### config.mk
export PLATFORM = sky130hd
export DESIGN_NAME = vir_core
export DESIGN_NICKNAME = d
export VERILOG_FILES = /design/src/hdl/vir_pkg.sv /design/src/hdl/vir_core.sv
export VERILOG_INCLUDE_DIRS = /design/src /design/src/hdl
export SDC_FILE = /design/constraint.sdc
export NUM_CORES = 1
export LEC_CHECK = 0
export ABC_AREA = 1
export BUFFER_PORTS_ARGS = -buffer_cell sky130_fd_sc_hd__buf_4
export CORE_UTILIZATION = 51
export DETAILED_ROUTE_END_ITERATION = 10
export PLACE_DENSITY = 0.82
export SKIP_CTS_REPAIR_TIMING = 1
export SYNTH_ARGS = -nofsm -noshare
export SYNTH_HDL_FRONTEND = slang
export SYNTH_SLANG_ARGS = --single-unit
### constraint.sdc
create_clock -name ref_clk -period 1.66 [get_ports ref_clk]
set_input_delay 0 -clock ref_clk [delete_from_list [all_inputs] [get_ports ref_clk]]
set_output_delay 0 -clock ref_clk [all_outputs]
set_load 0.05 [all_outputs]
### src/hdl/vir_defines.svh
// Register offsets, field positions, reset values and fixed addresses
`ifndef VIR_DEFINES_SVH
`define VIR_DEFINES_SVH

// ------------------------------------------------------------
// Register word addresses (byte address = index * 4)
// ------------------------------------------------------------
`define VIR_ADR_CTRL      4'h0
`define VIR_ADR_PAGE      4'h1
`define VIR_ADR_LOWVEC    4'h2
`define VIR_ADR_PERIPH    4'h3
`define VIR_ADR_CMD       4'h4
`define VIR_ADR_STATUS    4'h5
`define VIR_ADR_VECTOR    4'h6

// ------------------------------------------------------------
// Control register fields
// ------------------------------------------------------------
`define VIR_BIT_L0EN      0
`define VIR_BIT_L1EN      1
`define VIR_BIT_L2EN      2
`define VIR_CTRL_RESET    3'h1

// ------------------------------------------------------------
// Command register fields (write-only actions)
// ------------------------------------------------------------
`define VIR_CMD_EI        0
`define VIR_CMD_DI        1
`define VIR_CMD_SETMODE   2
`define VIR_CMD_MODE_LO   3
`define VIR_CMD_MODE_HI   4

// ------------------------------------------------------------
// Reset values and fixed addresses
// ------------------------------------------------------------
`define VIR_PAGE_RESET    8'h00
`define VIR_LOWVEC_RESET  3'h0
`define VIR_RESTART_ADDR  16'h0038
`define VIR_AUTO_WAITS    2'h2
`define VIR_NSRC          9
`define VIR_NPERIPH       7

`endif

### src/hdl/vir_pkg.sv
// Types of the vectored interrupt response block
package vir_pkg;

  typedef enum logic [1:0] {
    VIR_MODE0 = 2'b00,
    VIR_MODE1 = 2'b01,
    VIR_MODE2 = 2'b10
  } vir_mode_e;

  typedef enum logic [2:0] {
    VIR_IDLE  = 3'b000,
    VIR_ACK   = 3'b001,
    VIR_WAIT  = 3'b010,
    VIR_LATCH = 3'b011,
    VIR_DONE  = 3'b100
  } vir_state_e;

  typedef enum logic [1:0] {
    VIR_KIND_INSTR = 2'b00,
    VIR_KIND_RST   = 2'b01,
    VIR_KIND_VEC   = 2'b10
  } vir_kind_e;

  // Response handed to the sequencer
  typedef struct packed {
    logic        valid;
    vir_kind_e   kind;
    logic        push_pc;
    logic [15:0] addr;
    logic [7:0]  instr;
    logic        trap;
  } vir_resp_s;

  typedef struct packed {
    logic        ack;
    logic [31:0] dat;
  } vir_wb_s;

  typedef struct packed {
    vir_state_e  st;
    vir_mode_e   mode;
    logic        gmask;
    logic        smask;
    logic [2:0]  interrupt_trap_control;
    logic [7:0]  page;
    logic [2:0]  lowvec;
    logic [6:0]  periph_en;
    logic [1:0]  waits;
    logic        ext;
    logic [3:0]  src;
    vir_resp_s   resp;
    vir_wb_s     wb;
  } vir_state_s;

endpackage : vir_pkg

### src/hdl/vir_core.sv
// Vectored interrupt response logic with Wishbone register slave
//
// Design decisions made here: the register offsets and the Wishbone register port.
`timescale 1ns/1ps
`include "vir_defines.svh"
// Function
// - Level 0 ranks just below non-maskable
// - Sample level 0 at final sample point
// - Level 0 masked by global or enable
// - Mode chosen by set-mode, reset mode 0
// - Mode 0 latches instruction, no push
// - Undefined mode-0 instruction raises trap
// - Mode 1 pushes, clears flags, jumps 0038H
// - Table of two-byte entries, low first
// - Table page from vector page register
// - Mode 2 latches low vector byte
// - Vector fetch strobes low, two waits
// - Vector page cleared on reset
// - Fixed sources use low-vector upper bits
// - Fixed codes and priority order
// - Level 1/2 global and individual masks
// - Sample level 1/2 at final point
// - Low-vector bits set 32-byte sub-boundary
// - Reset clears flags, level1/2, sets level0
// - Enable op sets global mask flag
// - Peripheral enables gated, cleared on reset
// - Taking interrupt clears both mask flags
module vir_core
  import vir_pkg::*;
(
  input  wire logic        ref_clk,
  input  wire logic        rstn,
  input  wire logic        wb_cyc_i,
  input  wire logic        wb_stb_i,
  input  wire logic        wb_we_i,
  input  wire logic [5:0]  wb_adr_i,
  input  wire logic [3:0]  wb_sel_i,
  input  wire logic [31:0] wb_dat_i,
  output logic      [31:0] wb_dat_o,
  output logic             wb_ack_o,
  input  wire logic        sample_pt,
  input  wire logic        nmi_pending,
  input  wire logic        level0_request_n,
  input  wire logic        level1_request_n,
  input  wire logic        level2_request_n,
  input  wire logic [6:0]  periph_req,
  input  wire logic        t3_rise,
  input  wire logic [7:0]  data_in,
  input  wire logic        undefined_op,
  input  wire logic        resp_taken,
  output logic             opcode_fetch_strobe_n,
  output logic             io_request_strobe_n,
  output logic             auto_wait_state,
  output vir_resp_s        resp
);

  vir_state_s s_reg;
  vir_state_s s_next;

  // ------------------------------------------------------------
  // Helper functions
  // ------------------------------------------------------------
  // Fixed five-bit code of a source index, level1 first
  function automatic logic [4:0] vir_code(input logic [3:0] idx);
    vir_code = {idx[3:0], 1'b0};
  endfunction : vir_code

  function automatic logic vir_hit(input logic [5:0] adr,
                                   input logic [3:0] idx);
    vir_hit = (adr[5:2] == idx);
  endfunction : vir_hit

  // ------------------------------------------------------------
  // Request gathering
  // ------------------------------------------------------------
  logic [`VIR_NSRC-1:0] fixed_req;
  logic                 l0_live;
  logic [3:0]           win_idx;
  logic                 win_any;

  assign fixed_req[0] = ~level1_request_n & s_reg.interrupt_trap_control[`VIR_BIT_L1EN];
  assign fixed_req[1] = ~level2_request_n & s_reg.interrupt_trap_control[`VIR_BIT_L2EN];

  genvar g;
  generate
    for (g = 0; g < `VIR_NPERIPH; g = g + 1) begin : g_per
      assign fixed_req[g+2] = periph_req[g] & s_reg.periph_en[g];
    end
  endgenerate

  assign l0_live = ~level0_request_n & s_reg.interrupt_trap_control[`VIR_BIT_L0EN];

  always_comb begin
    win_idx = 4'h0;
    win_any = 1'b0;
    for (int i = `VIR_NSRC - 1; i >= 0; i--) begin
      if (fixed_req[i]) begin
        win_idx = i[3:0];
        win_any = 1'b1;
      end
    end
  end

  logic wb_req;
  logic wb_wr;
  logic [7:0] wdat;
  assign wb_req = wb_cyc_i & wb_stb_i & ~s_reg.wb.ack;
  assign wb_wr  = wb_req & wb_we_i & wb_sel_i[0];
  assign wdat   = wb_dat_i[7:0];

  // ------------------------------------------------------------
  // Next-state logic
  // ------------------------------------------------------------
  always_comb begin
    s_next = s_reg;
    s_next.wb.ack = wb_req;
    s_next.resp.valid = s_reg.resp.valid & ~resp_taken;

    // Register reads
    if (wb_req) begin
      s_next.wb.dat = 32'h0;
      unique case (wb_adr_i[5:2])
        `VIR_ADR_CTRL:   s_next.wb.dat[2:0] = s_reg.interrupt_trap_control;
        `VIR_ADR_PAGE:   s_next.wb.dat[7:0] = s_reg.page;
        `VIR_ADR_LOWVEC: s_next.wb.dat[7:5] = s_reg.lowvec;
        `VIR_ADR_PERIPH: s_next.wb.dat[6:0] = s_reg.periph_en;
        `VIR_ADR_STATUS: s_next.wb.dat[7:0] = {s_reg.st, s_reg.mode,
                                               s_reg.resp.valid,
                                               s_reg.smask, s_reg.gmask};
        `VIR_ADR_VECTOR: s_next.wb.dat[15:0] = s_reg.resp.addr;
        default:         s_next.wb.dat = 32'h0;
      endcase
    end

    // Register writes
    if (wb_wr) begin
      if (vir_hit(wb_adr_i, `VIR_ADR_CTRL))
        s_next.interrupt_trap_control = wdat[2:0];
      if (vir_hit(wb_adr_i, `VIR_ADR_PAGE))
        s_next.page = wdat;
      if (vir_hit(wb_adr_i, `VIR_ADR_LOWVEC))
        s_next.lowvec = wdat[7:5];
      if (vir_hit(wb_adr_i, `VIR_ADR_PERIPH))
        s_next.periph_en = wdat[6:0];
      if (vir_hit(wb_adr_i, `VIR_ADR_CMD)) begin
        if (wdat[`VIR_CMD_EI]) begin
          s_next.gmask = 1'b1;
          s_next.smask = 1'b1;
        end else if (wdat[`VIR_CMD_DI]) begin
          s_next.gmask = 1'b0;
          s_next.smask = 1'b0;
        end
        if (wdat[`VIR_CMD_SETMODE] &&
            wdat[`VIR_CMD_MODE_HI:`VIR_CMD_MODE_LO] != 2'b11)
          s_next.mode = vir_mode_e'(wdat[`VIR_CMD_MODE_HI:`VIR_CMD_MODE_LO]);
      end
    end

    unique case (s_reg.st)
      VIR_IDLE: begin
        // sample at the final sample point
        if (sample_pt && s_reg.gmask && !s_reg.resp.valid) begin
          if (nmi_pending) begin
            s_next.st = VIR_IDLE;
          end else if (l0_live) begin
            s_next.gmask = 1'b0;
            s_next.smask = 1'b0;
            if (s_reg.mode == VIR_MODE1) begin
              s_next.resp.valid   = 1'b1;
              s_next.resp.kind    = VIR_KIND_RST;
              s_next.resp.push_pc = 1'b1;
              s_next.resp.addr    = `VIR_RESTART_ADDR;
              s_next.resp.trap    = 1'b0;
            end else begin
              s_next.st  = VIR_ACK;
              s_next.ext = (s_reg.mode == VIR_MODE2);
            end
          end else if (win_any) begin
            s_next.gmask = 1'b0;
            s_next.smask = 1'b0;
            // vector from page and low-vector bits
            s_next.resp.valid   = 1'b1;
            s_next.resp.kind    = VIR_KIND_VEC;
            s_next.resp.push_pc = 1'b1;
            s_next.resp.addr    = {s_reg.page, s_reg.lowvec,
                                   vir_code(win_idx)};
            s_next.resp.trap    = 1'b0;
          end
        end
      end
      VIR_ACK: begin
        // external vector fetch gets two waits
        s_next.waits = s_reg.ext ? `VIR_AUTO_WAITS : 2'h0;
        s_next.st    = s_reg.ext ? VIR_WAIT : VIR_LATCH;
      end
      VIR_WAIT: begin
        s_next.waits = s_reg.waits - 2'h1;
        if (s_reg.waits == 2'h1)
          s_next.st = VIR_LATCH;
      end
      VIR_LATCH: begin
        if (t3_rise) begin
          s_next.st = VIR_DONE;
          s_next.resp.valid = 1'b1;
          s_next.resp.trap  = 1'b0;
          if (s_reg.ext) begin
            // latch low vector byte, push, use table
            s_next.resp.kind    = VIR_KIND_VEC;
            s_next.resp.push_pc = 1'b1;
            s_next.resp.addr    = {s_reg.page, data_in};
          end else begin
            s_next.resp.kind    = VIR_KIND_INSTR;
            s_next.resp.push_pc = 1'b0;
            s_next.resp.instr   = data_in;
            s_next.resp.addr    = 16'h0;
            s_next.resp.trap    = undefined_op;
          end
        end
      end
      VIR_DONE: s_next.st = VIR_IDLE;
      default:  s_next.st = VIR_IDLE;
    endcase
  end

  // ------------------------------------------------------------
  // State register
  // ------------------------------------------------------------
  always_ff @(posedge ref_clk or negedge rstn) begin
    if (!rstn) begin
      s_reg           <= '0;
      s_reg.st        <= VIR_IDLE;
      s_reg.mode      <= VIR_MODE0;
      s_reg.interrupt_trap_control       <= `VIR_CTRL_RESET;
      s_reg.page      <= `VIR_PAGE_RESET;
      s_reg.lowvec    <= `VIR_LOWVEC_RESET;
    end else begin
      s_reg <= s_next;
    end
  end

  // ------------------------------------------------------------
  // Outputs
  // ------------------------------------------------------------
  logic fetch_cyc;
  assign fetch_cyc = (s_reg.st == VIR_WAIT) || (s_reg.st == VIR_LATCH) ||
                     (s_reg.st == VIR_ACK);
  assign opcode_fetch_strobe_n = ~fetch_cyc;
  assign io_request_strobe_n   = ~fetch_cyc;
  assign auto_wait_state       = (s_reg.st == VIR_WAIT);
  assign wb_ack_o              = s_reg.wb.ack;
  assign wb_dat_o              = s_reg.wb.dat;
  assign resp                  = s_reg.resp;

endmodule : vir_core

==> impl_metrics.tcl, run 1 <==
set metrics [dict create \
    dp.cells 676 \
    design_area_um2 5180 \
    grt_pass1_vias 3443 \
    path_common_cell "nand2_1" \
    drive_above_1_share 0.282 \
    clk_pin_slew_ns 0.09 \
    synth.largest_area_cell "dfrtp_1" \
    fp.dieW_um 93.1 \
    ant_nets 0 \
    initial_core_util 0.537 \
    relSlewSlack 0.631 \
    slew_violations 0 \
    overflow 0 \
    synth_top_area_share 0.449 \
    grt_usage 0.249 \
    die-height_um 93.1 \
    drt-total-wl_um 10900 \
    synth_seq_area_share 0.455 \
    io_pins 135 \
    cts_max_path_buffers 2 \
    wl_per_cell_um 15.3 \
    p_leak_nw 2.83 \
    finalSetupViolations 0 \
    yosysMostFrequentCell "nand2_1" \
    clk_latency_ns 0.35 \
    async_flop_share 1.00 \
    viasPerCell 5.33 \
    synthCells 534 \
    crit_chain "nand2_1, nand2_1, nor2_1, nand3_1, nand2_2, nor2_1, a21oi_1, nand2_1" \
    dp_hpwl_um 7640 \
    area_delta_synth_final_pct 22.2 \
    setup_tns_ns 0 \
    grt_pass1_wl_um 16400 \
    avgSynthCellArea_um2 7.93 \
    hold_path_class "input pin to flip-flop" \
    drc 0 \
    min_period_over_period 0.993 \
    cts.sinks 77 \
    ir_worst_vdd_v 0.000789 \
    start_kind "flip-flop" \
    synth_area_leaders "dfrtp_1, nand2_1, buf_4" \
    hold_viol_final 2 \
    cp_data_required_time_ns 1.91 \
    synth_ff_type "dfrtp_1" \
    gp_congestion 0.899 \
    crit_path_max_fanout 5 \
    slowest_delay_ns 0.42 \
    io_buffers 89 \
    grt_max_degree 45 \
    final_cells 715 \
    period_needed_ns 1.65 \
    timing.max_cap.violations 0 \
    via_count 3812 \
    yosysWarningCount 0 \
    synth_common_cells "nand2_1, dfrtp_1, buf_4" \
    tightest_slew_ns 0.551 \
    synth-edff-count 0 \
    crit_buf_inv 0 \
    rows 32 \
    h-tree-depth 3 \
    antenna_found_initial 0 \
    numCtsBuffers 9 \
    synthDistinctLibCells 31 \
    nets 679 \
    path_delay_family "simple AND/OR/NAND/NOR gates" \
    firstDrtPassIters 5 \
    crit_type "flip-flop to flip-flop" \
    dieArea_um2 8680 \
    cts_tree "yes" \
    whs_ns -0.0105 \
    place_area_um2 4650 \
    cpMaxStageDelayCell "dfrtp_1" \
    root_buffer "clkbuf_8" \
    arrival_ns 1.90 \
    p_per_area_nw_per_um2 1170 \
    grt_setup_unrepaired "yes" \
    coreArea_um2 7890 \
    critPathCaptureType "flip-flop" \
    violations "hold timing" \
    drt_iter0_drc 365 \
    antenna_cells 0 \
    clock_skew_ns 0.0107 \
    fmax_mhz 607 \
    largest_reg_flops 31 \
    status "finished with violations" \
    syn_area_um2 4240 \
    ys_ff_latch 77 \
]
-- per-stage QoR --
stage / power (mW) / hold WS (ns) / setup WS [ns] / util
detailed placement: 4.27 / -0.0137 / 0.0645 / 0.589
CTS: 5.90 / -0.397 / 0.0324 / 0.619
global placement: 4.21 / -0.0219 / 0.120 / 0.589
finish: 6.06 / -0.0105 / 0.0122 / 0.656
floorplan: 3.88 / -0.296 / 0.103 / -
global route: 6.30 / 0.00977 / -0.0899 / 0.656
-- routing by layer --
metal	GRT usage	part of all wire	wire, um	vias to the layer above
li1	-	-	-	1767
met1	0.337	0.40	4420	1809
met2	0.392	0.49	5380	209
met3	0.0512	0.079	861	27
met4	0.101	0.025	277	0
met5	0	0	0	-
-- cell type report --
type	instances	area [um2]
fill	643	2710
clock buffer	11	151
sequential	77	1930
inverter	50	188
timing repair buffer	121	1000
clock inverter	5	82.6
multi-input combinational	349	1700
tap	102	128
-- report_power, final --
part           internal, mW  switching, mW  total [mW]
Combinational         0.682           1.44        2.12
Sequential             2.11          0.176        2.29
Clock                 0.932          0.721        1.65
-- path summary, 6_finish.rpt --
path / start / endpoint / slack, ns / cells past startpoint
max in group asynchronous: rstn / wb_dat_o[11] / 0.93 / 3
min in group asynchronous: rstn / s_reg[67] / 0.13 / 2
worst max-delay path: s_reg[70] / resp[10] / 0.01 / 8
worst min-delay path: wb_dat_i[4] / s_reg[73] / -0.01 / 3
worst max register to register: s_reg[70] / resp[10] / 0.01 / 8
worst min register to register: s_reg[67] / s_reg[67] / 0.48 / 1
-- cell families after synthesis --
logic type      after synthesis  synth area share
other cells                   1          0.000885
buf+inv                     123             0.171
compound gates               69             0.105
flops                        77             0.455
fa+ha+maj                     1           0.00295
simple gates                263             0.265
-- worst register-to-register path: stages (launching register included) --
cell,delay (ns)
dfrtp_1,0.42
nand2_1,0.16
nand2_1,0.11
nor2_1,0.26
nand3_1,0.16
nand2_2,0.17
nor2_1,0.06
a21oi_1,0.13
nand2_1,0.07
-- layout by cell type, fill, tap and decap left out, drive strengths merged, types with 2 or more instances in the layout --
cell	instances
clkinv	3
o22ai	2
o21ai	50
o2111ai	2
buf	100
bufinv	2
dlygate4sd3	20
inv	50
clkbuf	12
a21oi	8
nand3	19
nor3	9
nand4	7
conb	16
dfrtp	76
nor2	35
a31oi	5
nand2	192
Power figures use the tool's default switching activity.
==> run 2: changes to the inputs <==
Settings changed: CORE_UTILIZATION 51 to 45, PLACE_DENSITY 0.82 to 0.74.
==> run 2 against run 1 <==
Effect of this change: the flow still finishes with violations (hold timing); hold slack gained 0.0015 ns; clock skew barely moved; die area up 13%; non-clock buffer count did not move; combinational power shrank 4%; critical path depth is 2 lower; worst setup slack improved by 0.060 ns; register-to-register slack better by 0.07 ns; utilization fell by 9.6 points; wire length is 1.7% lower; count of clock-buffer cells in the layout fell by 1; highest routed layer unchanged.
==> impl_metrics.tcl, run 2 (synthesized netlist as in run 1, its figures left out) <==
set metrics [dict create \
    status "finished with violations" \
    violations "hold timing" \
    drc 0 \
    whs_ns -0.00895 \
    cp_data_required_time_ns 1.66 \
    antenna_found_initial 0 \
    h-tree-depth 3 \
    dp_hpwl_um 7880 \
    grt_setup_unrepaired "yes" \
    via_count 3752 \
    cpMaxStageDelayCell "dfrtp_1" \
    post-place-ws_ns 0.0807 \
    dieArea_um2 9810 \
    final_common_cell "nand2_1" \
    rows 35 \
    cts_max_path_buffers 2 \
    relSlewSlack 0.655 \
    io_pins 135 \
    hold_viol_final 3 \
    clk_pin_slew_ns 0.09 \
    initial_core_util 0.461 \
    min_period_over_period 0.957 \
    p_per_area_nw_per_um2 1160 \
    crit_end "opcode_fetch_strobe_n" \
    grt_pass1_vias 3438 \
    hold_path_class "input pin to flip-flop" \
    viasPerCell 5.18 \
    critPathCaptureType "output port" \
    wl_per_cell_um 14.9 \
    grt_usage 0.225 \
    path_common_cell "buf_4" \
    slew_violations 0 \
    cp-startpoint "s_reg[95]" \
    slowest_delay_ns 0.42 \
    start_kind "flip-flop" \
    total_power_mw 5.97 \
    drt-total-wl_um 10800 \
    numCtsBuffers 9 \
    ir_worst_vdd_v 0.000576 \
    antenna_cells 0 \
    final_cell_mix "nand2_1, buf_4, dfrtp_1" \
    finalSetupViolations 0 \
    rr_endpoint "resp[17]" \
    nets 679 \
    die-height_um 99.0 \
    worst_slack_ns 0.0719 \
    timing.max_cap.violations 0 \
    final_util 0.560 \
    io_buffers 89 \
    place_area_um2 4660 \
    gp_congestion 0.886 \
    clock_skew_ns 0.0107 \
    tightest_slew_ns 0.518 \
    fmax_mhz 630 \
    rrSetupSlack_ns 0.08 \
    cts_tree "yes" \
    r2r_cells 8 \
    reg2reg_from "s_reg[88]" \
    p_leak_nw 2.81 \
    drt_iter0_drc 233 \
    drive_above_1_share 0.276 \
    coreArea_um2 9200 \
    root_buffer "clkbuf_8" \
    arrival_ns 1.59 \
    period_needed_ns 1.59 \
    crit_chain "inv_1, buf_4, nand3_1, nand2_1, nor2_2, buf_4" \
    crit_type "flip-flop to output port" \
    largest_reg_flops 31 \
    area_delta_synth_final_pct 21.6 \
    firstDrtPassIters 5 \
    overflow 0 \
    crit_path_max_fanout 4 \
    grt_max_degree 40 \
    clk_latency_ns 0.37 \
    design_area_um2 5150 \
    ant_nets 0 \
    fp.dieW_um 99.0 \
    grt_pass1_wl_um 16900 \
    cts.sinks 77 \
]
## run 2: changes by cell type in the layout (fill, tap and decap cells not counted), moves of 2 or more
cell	previous run	this run
nand2_2	5	8
nand3_1	15	18
nand3_2	4	1
clkinvlp_4	0	2
dfrtp_1	74	76
dfrtp_2	2	0
nand2_1	185	183
## run 2: metrics by stage
stage / hold slack, ns / cells / setup TNS [ns]
6_report: -0.00895 / 724 / 0
5_1_grt: 0.000541 / 724 / -0.192
4_1_cts: -0.389 / 702 / 0
3_5_place_dp: 0.00233 / 686 / 0
3_3_place_gp: 0.0000296 / 686 / 0
2_1_floorplan: -0.296 / 549 / 0
## run 2: area by class of cell
cell class	count	area (um2)
Clock buffer	10	138
Clock inverter	6	95.1
Fill cell	851	4050
Inverter	50	188
Multi-Input combinational cell	349	1680
Sequential cell	77	1930
Tap cell	111	139
Timing Repair Buffer	121	986
## run 2: worst max-delay path, delay by kind of cell, from the launching register on
family,cells,cell delay (ns)
buffers and inverters,3,0.45
DFF,1,0.42
and+or+nand+nor,3,0.35
## run 2: where the power goes
group          switching [mW]  total [mW]  internal [mW]
clock network           0.757        1.66          0.900
registers               0.160        2.27           2.11
logic                    1.40        2.04          0.637
total                    2.32        5.97           3.64
## run 2: worst min-delay path by stage
| stage | startpoint | end | slack, ns | depth (start not counted) |
|---|---|---|---|---|
| 5_1_grt | wb_dat_i[1] | s_reg[80] | 0.0005 | 3 |
| 3_3_place_gp | rstn | wb_dat_o[13] | 0.00003 | 1 |
| 4_1_cts | rstn | wb_dat_o[12] | -0.39 | 1 |
| 2_1_floorplan | rstn | resp[0] | -0.30 | 0 |
| 6_report | wb_dat_i[1] | s_reg[90] | -0.009 | 4 |
| 3_5_place_dp | rstn | wb_dat_o[12] | 0.002 | 1 |
## run 2: per-layer routing
metal | track usage | wire (um)
met4 | 0.0838 | 299
met5 | 0 | 0
met3 | 0.0482 | 727
met1 | 0.293 | 4520
met2 | 0.369 | 5210
==> run 3: changes to the inputs <==
Settings changed: ABC_AREA 1 to not set, PLACE_DENSITY 0.74 to 0.75.
==> run 3 against run 2 <==
Effect of this change: the run ends with setup timing left; sequential power is 8% higher; design area up 4.6%; clock skew increased by 0.0018 ns; power grew 10%.
==> impl_metrics.tcl, run 3 <==
set metrics [dict create \
    whs_ns 0.0271 \
    synth_top_area_share 0.471 \
    rows 34 \
    drt-total-wl_um 10500 \
    synth_ff_type "dfrtp_1" \
    path_common_cell "or3_4" \
    cts.sinks 77 \
    yosys.area_share.simple 0.116 \
    cpMaxStageDelayCell "dfrtp_2" \
    n_fill_cell 704 \
    status "finished with violations" \
    p_per_area_nw_per_um2 1220 \
    post-place-ws_ns -0.189 \
    fp.dieW_um 96.7 \
    final_cell_mix "buf_4, dfrtp_1, mux2_2" \
    coreArea_um2 8720 \
    setup_tns_ns -2.17 \
    drive_above_1_share 0.477 \
    fmax_mhz 533 \
    grt_usage 0.215 \
    gp_congestion 0.985 \
    wl_per_cell_um 17.4 \
    synthDistinctLibCells 52 \
    clock_skew_ns 0.0125 \
    final_common_cell "buf_4" \
    antenna_found_initial 0 \
    crit_buf_inv 1 \
    synth_common_cells "dfrtp_1, buf_4, mux2_2" \
    synth-edff-count 0 \
    die-height_um 96.7 \
    io_buffers 89 \
    cts_max_path_buffers 2 \
    synth.largest_area_cell "dfrtp_1" \
    finalSetupViolations 20 \
    area_delta_synth_final_pct 33.4 \
    slew_violations 0 \
    slowest_delay_ns 0.42 \
    critPathCaptureType "flip-flop" \
    synth_seq_area_share 0.477 \
    synth_xor_area_frac 0 \
    p_leak_nw 2.65 \
    viasPerCell 5.33 \
    syn_area_um2 4040 \
    synth_area_leaders "dfrtp_1, buf_4, mux2_2" \
    arrival_ns 2.12 \
    nets 563 \
    clk_latency_ns 0.36 \
    largest_reg_flops 31 \
    antenna_cells 0 \
    hold_path_class "input pin to flip-flop" \
    io_pins 135 \
    dieArea_um2 9360 \
    synthCells 377 \
    avgSynthCellArea_um2 10.7 \
    synth_top_family_by_area "compound AO/OA/AOI/OAI gates" \
    via_count 3224 \
    start_kind "flip-flop" \
    synth-compound-area-share 0.153 \
    overflow 0 \
    ant_nets 0 \
    numCtsBuffers 9 \
    crit_path_max_fanout 3 \
    violations "setup timing" \
    grt_pass1_vias 3123 \
    ir_worst_vdd_v 0.00131 \
    design_area_um2 5390 \
    drt_iter0_drc 132 \
    root_buffer "clkbuf_8" \
    grt_setup_unrepaired "yes" \
    initial_core_util 0.463 \
    grt_pass1_wl_um 15800 \
    async_flop_share 1.00 \
    yosysWarningCount 0 \
    clk_pin_slew_ns 0.09 \
    cp_data_required_time_ns 1.90 \
    cts_tree "yes" \
    min_period_over_period 1.13 \
    dp_hpwl_um 7550 \
    crit_type "flip-flop to flip-flop" \
    crit_chain "nand3b_4, clkinv_4, nand3_2, or3_4, or3_4, mux2_4" \
    timing.max_cap.violations 0 \
    synthMuxAreaShare 0.109 \
    yosysMostFrequentCell "dfrtp_1" \
    yosys.area_share.adder 0.00310 \
    ys_ff_latch 77 \
    drc 0 \
    worst_slack_ns -0.216 \
    h-tree-depth 3 \
    path_delay_family "simple AND/OR/NAND/NOR gates" \
    grt_max_degree 51 \
    firstDrtPassIters 4 \
    place_area_um2 4790 \
    period_needed_ns 1.88 \
    hold_viol_final 0 \
    final_util 0.618 \
]
[run 3: path summary, 6_finish.rpt]
kind,from,end,slack (ns),cells past startpoint
setup / recovery,wb_ack_o,s_reg[89],-0.22,6
hold / removal,level0_request_n,s_reg[66],0.03,4
setup reg to reg,wb_ack_o,s_reg[89],-0.22,6
hold reg to reg,resp[27],resp[27],0.49,1
max in group asynchronous,rstn,s_reg[87],0.95,3
min in group asynchronous,rstn,wb_dat_o[6],0.09,2
[run 3: kinds of logic after synthesis]
group,after synthesis
AO/OA/AOI/OAI,85
other,1
AND/OR/NAND/NOR,89
adder cells (fa/ha/maj),1
buffers and inverters,87
multiplexers,37
flip-flops,77
[run 3: routing by layer]
layer,track usage,wire [um],vias to the layer above
met4,0.0769,246,0
met5,0,0,-
met3,0.0535,605,23
li1,-,-,1497
met1,0.284,4540,1590
met2,0.343,5140,114
[run 3: per-stage QoR]
stage	total power, mW	cells
global placement	5.01	564
global route	6.89	605
detailed placement	5.08	564
floorplan	4.45	392
CTS	6.44	580
finish	6.59	605
[run 3: where the power goes]
part | leakage [nW] | total (mW) | internal (mW) | switching, mW
Combinational | 1.53 | 2.78 | 1.05 | 1.73
Clock | 0.0927 | 1.36 | 0.574 | 0.782
Sequential | 1.03 | 2.45 | 2.19 | 0.263
[run 3: tightest hold or removal path, cell delays in order]
cell     delay (ns)
buf_4          0.09
nor2b_1        0.06
nand2_1        0.08
o21ai_0        0.09
[run 3: cell type report]
class | count | area, um2 | area share
clock buffers | 9 | 124 | 0.0230
clock inverters | 7 | 62.6 | 0.0116
inverters | 12 | 50.0 | 0.00929
multi-input cells | 229 | 1780 | 0.331
flip-flops and latches | 77 | 1930 | 0.359
well taps | 108 | 135 | 0.0251
repair buffers | 163 | 1300 | 0.241
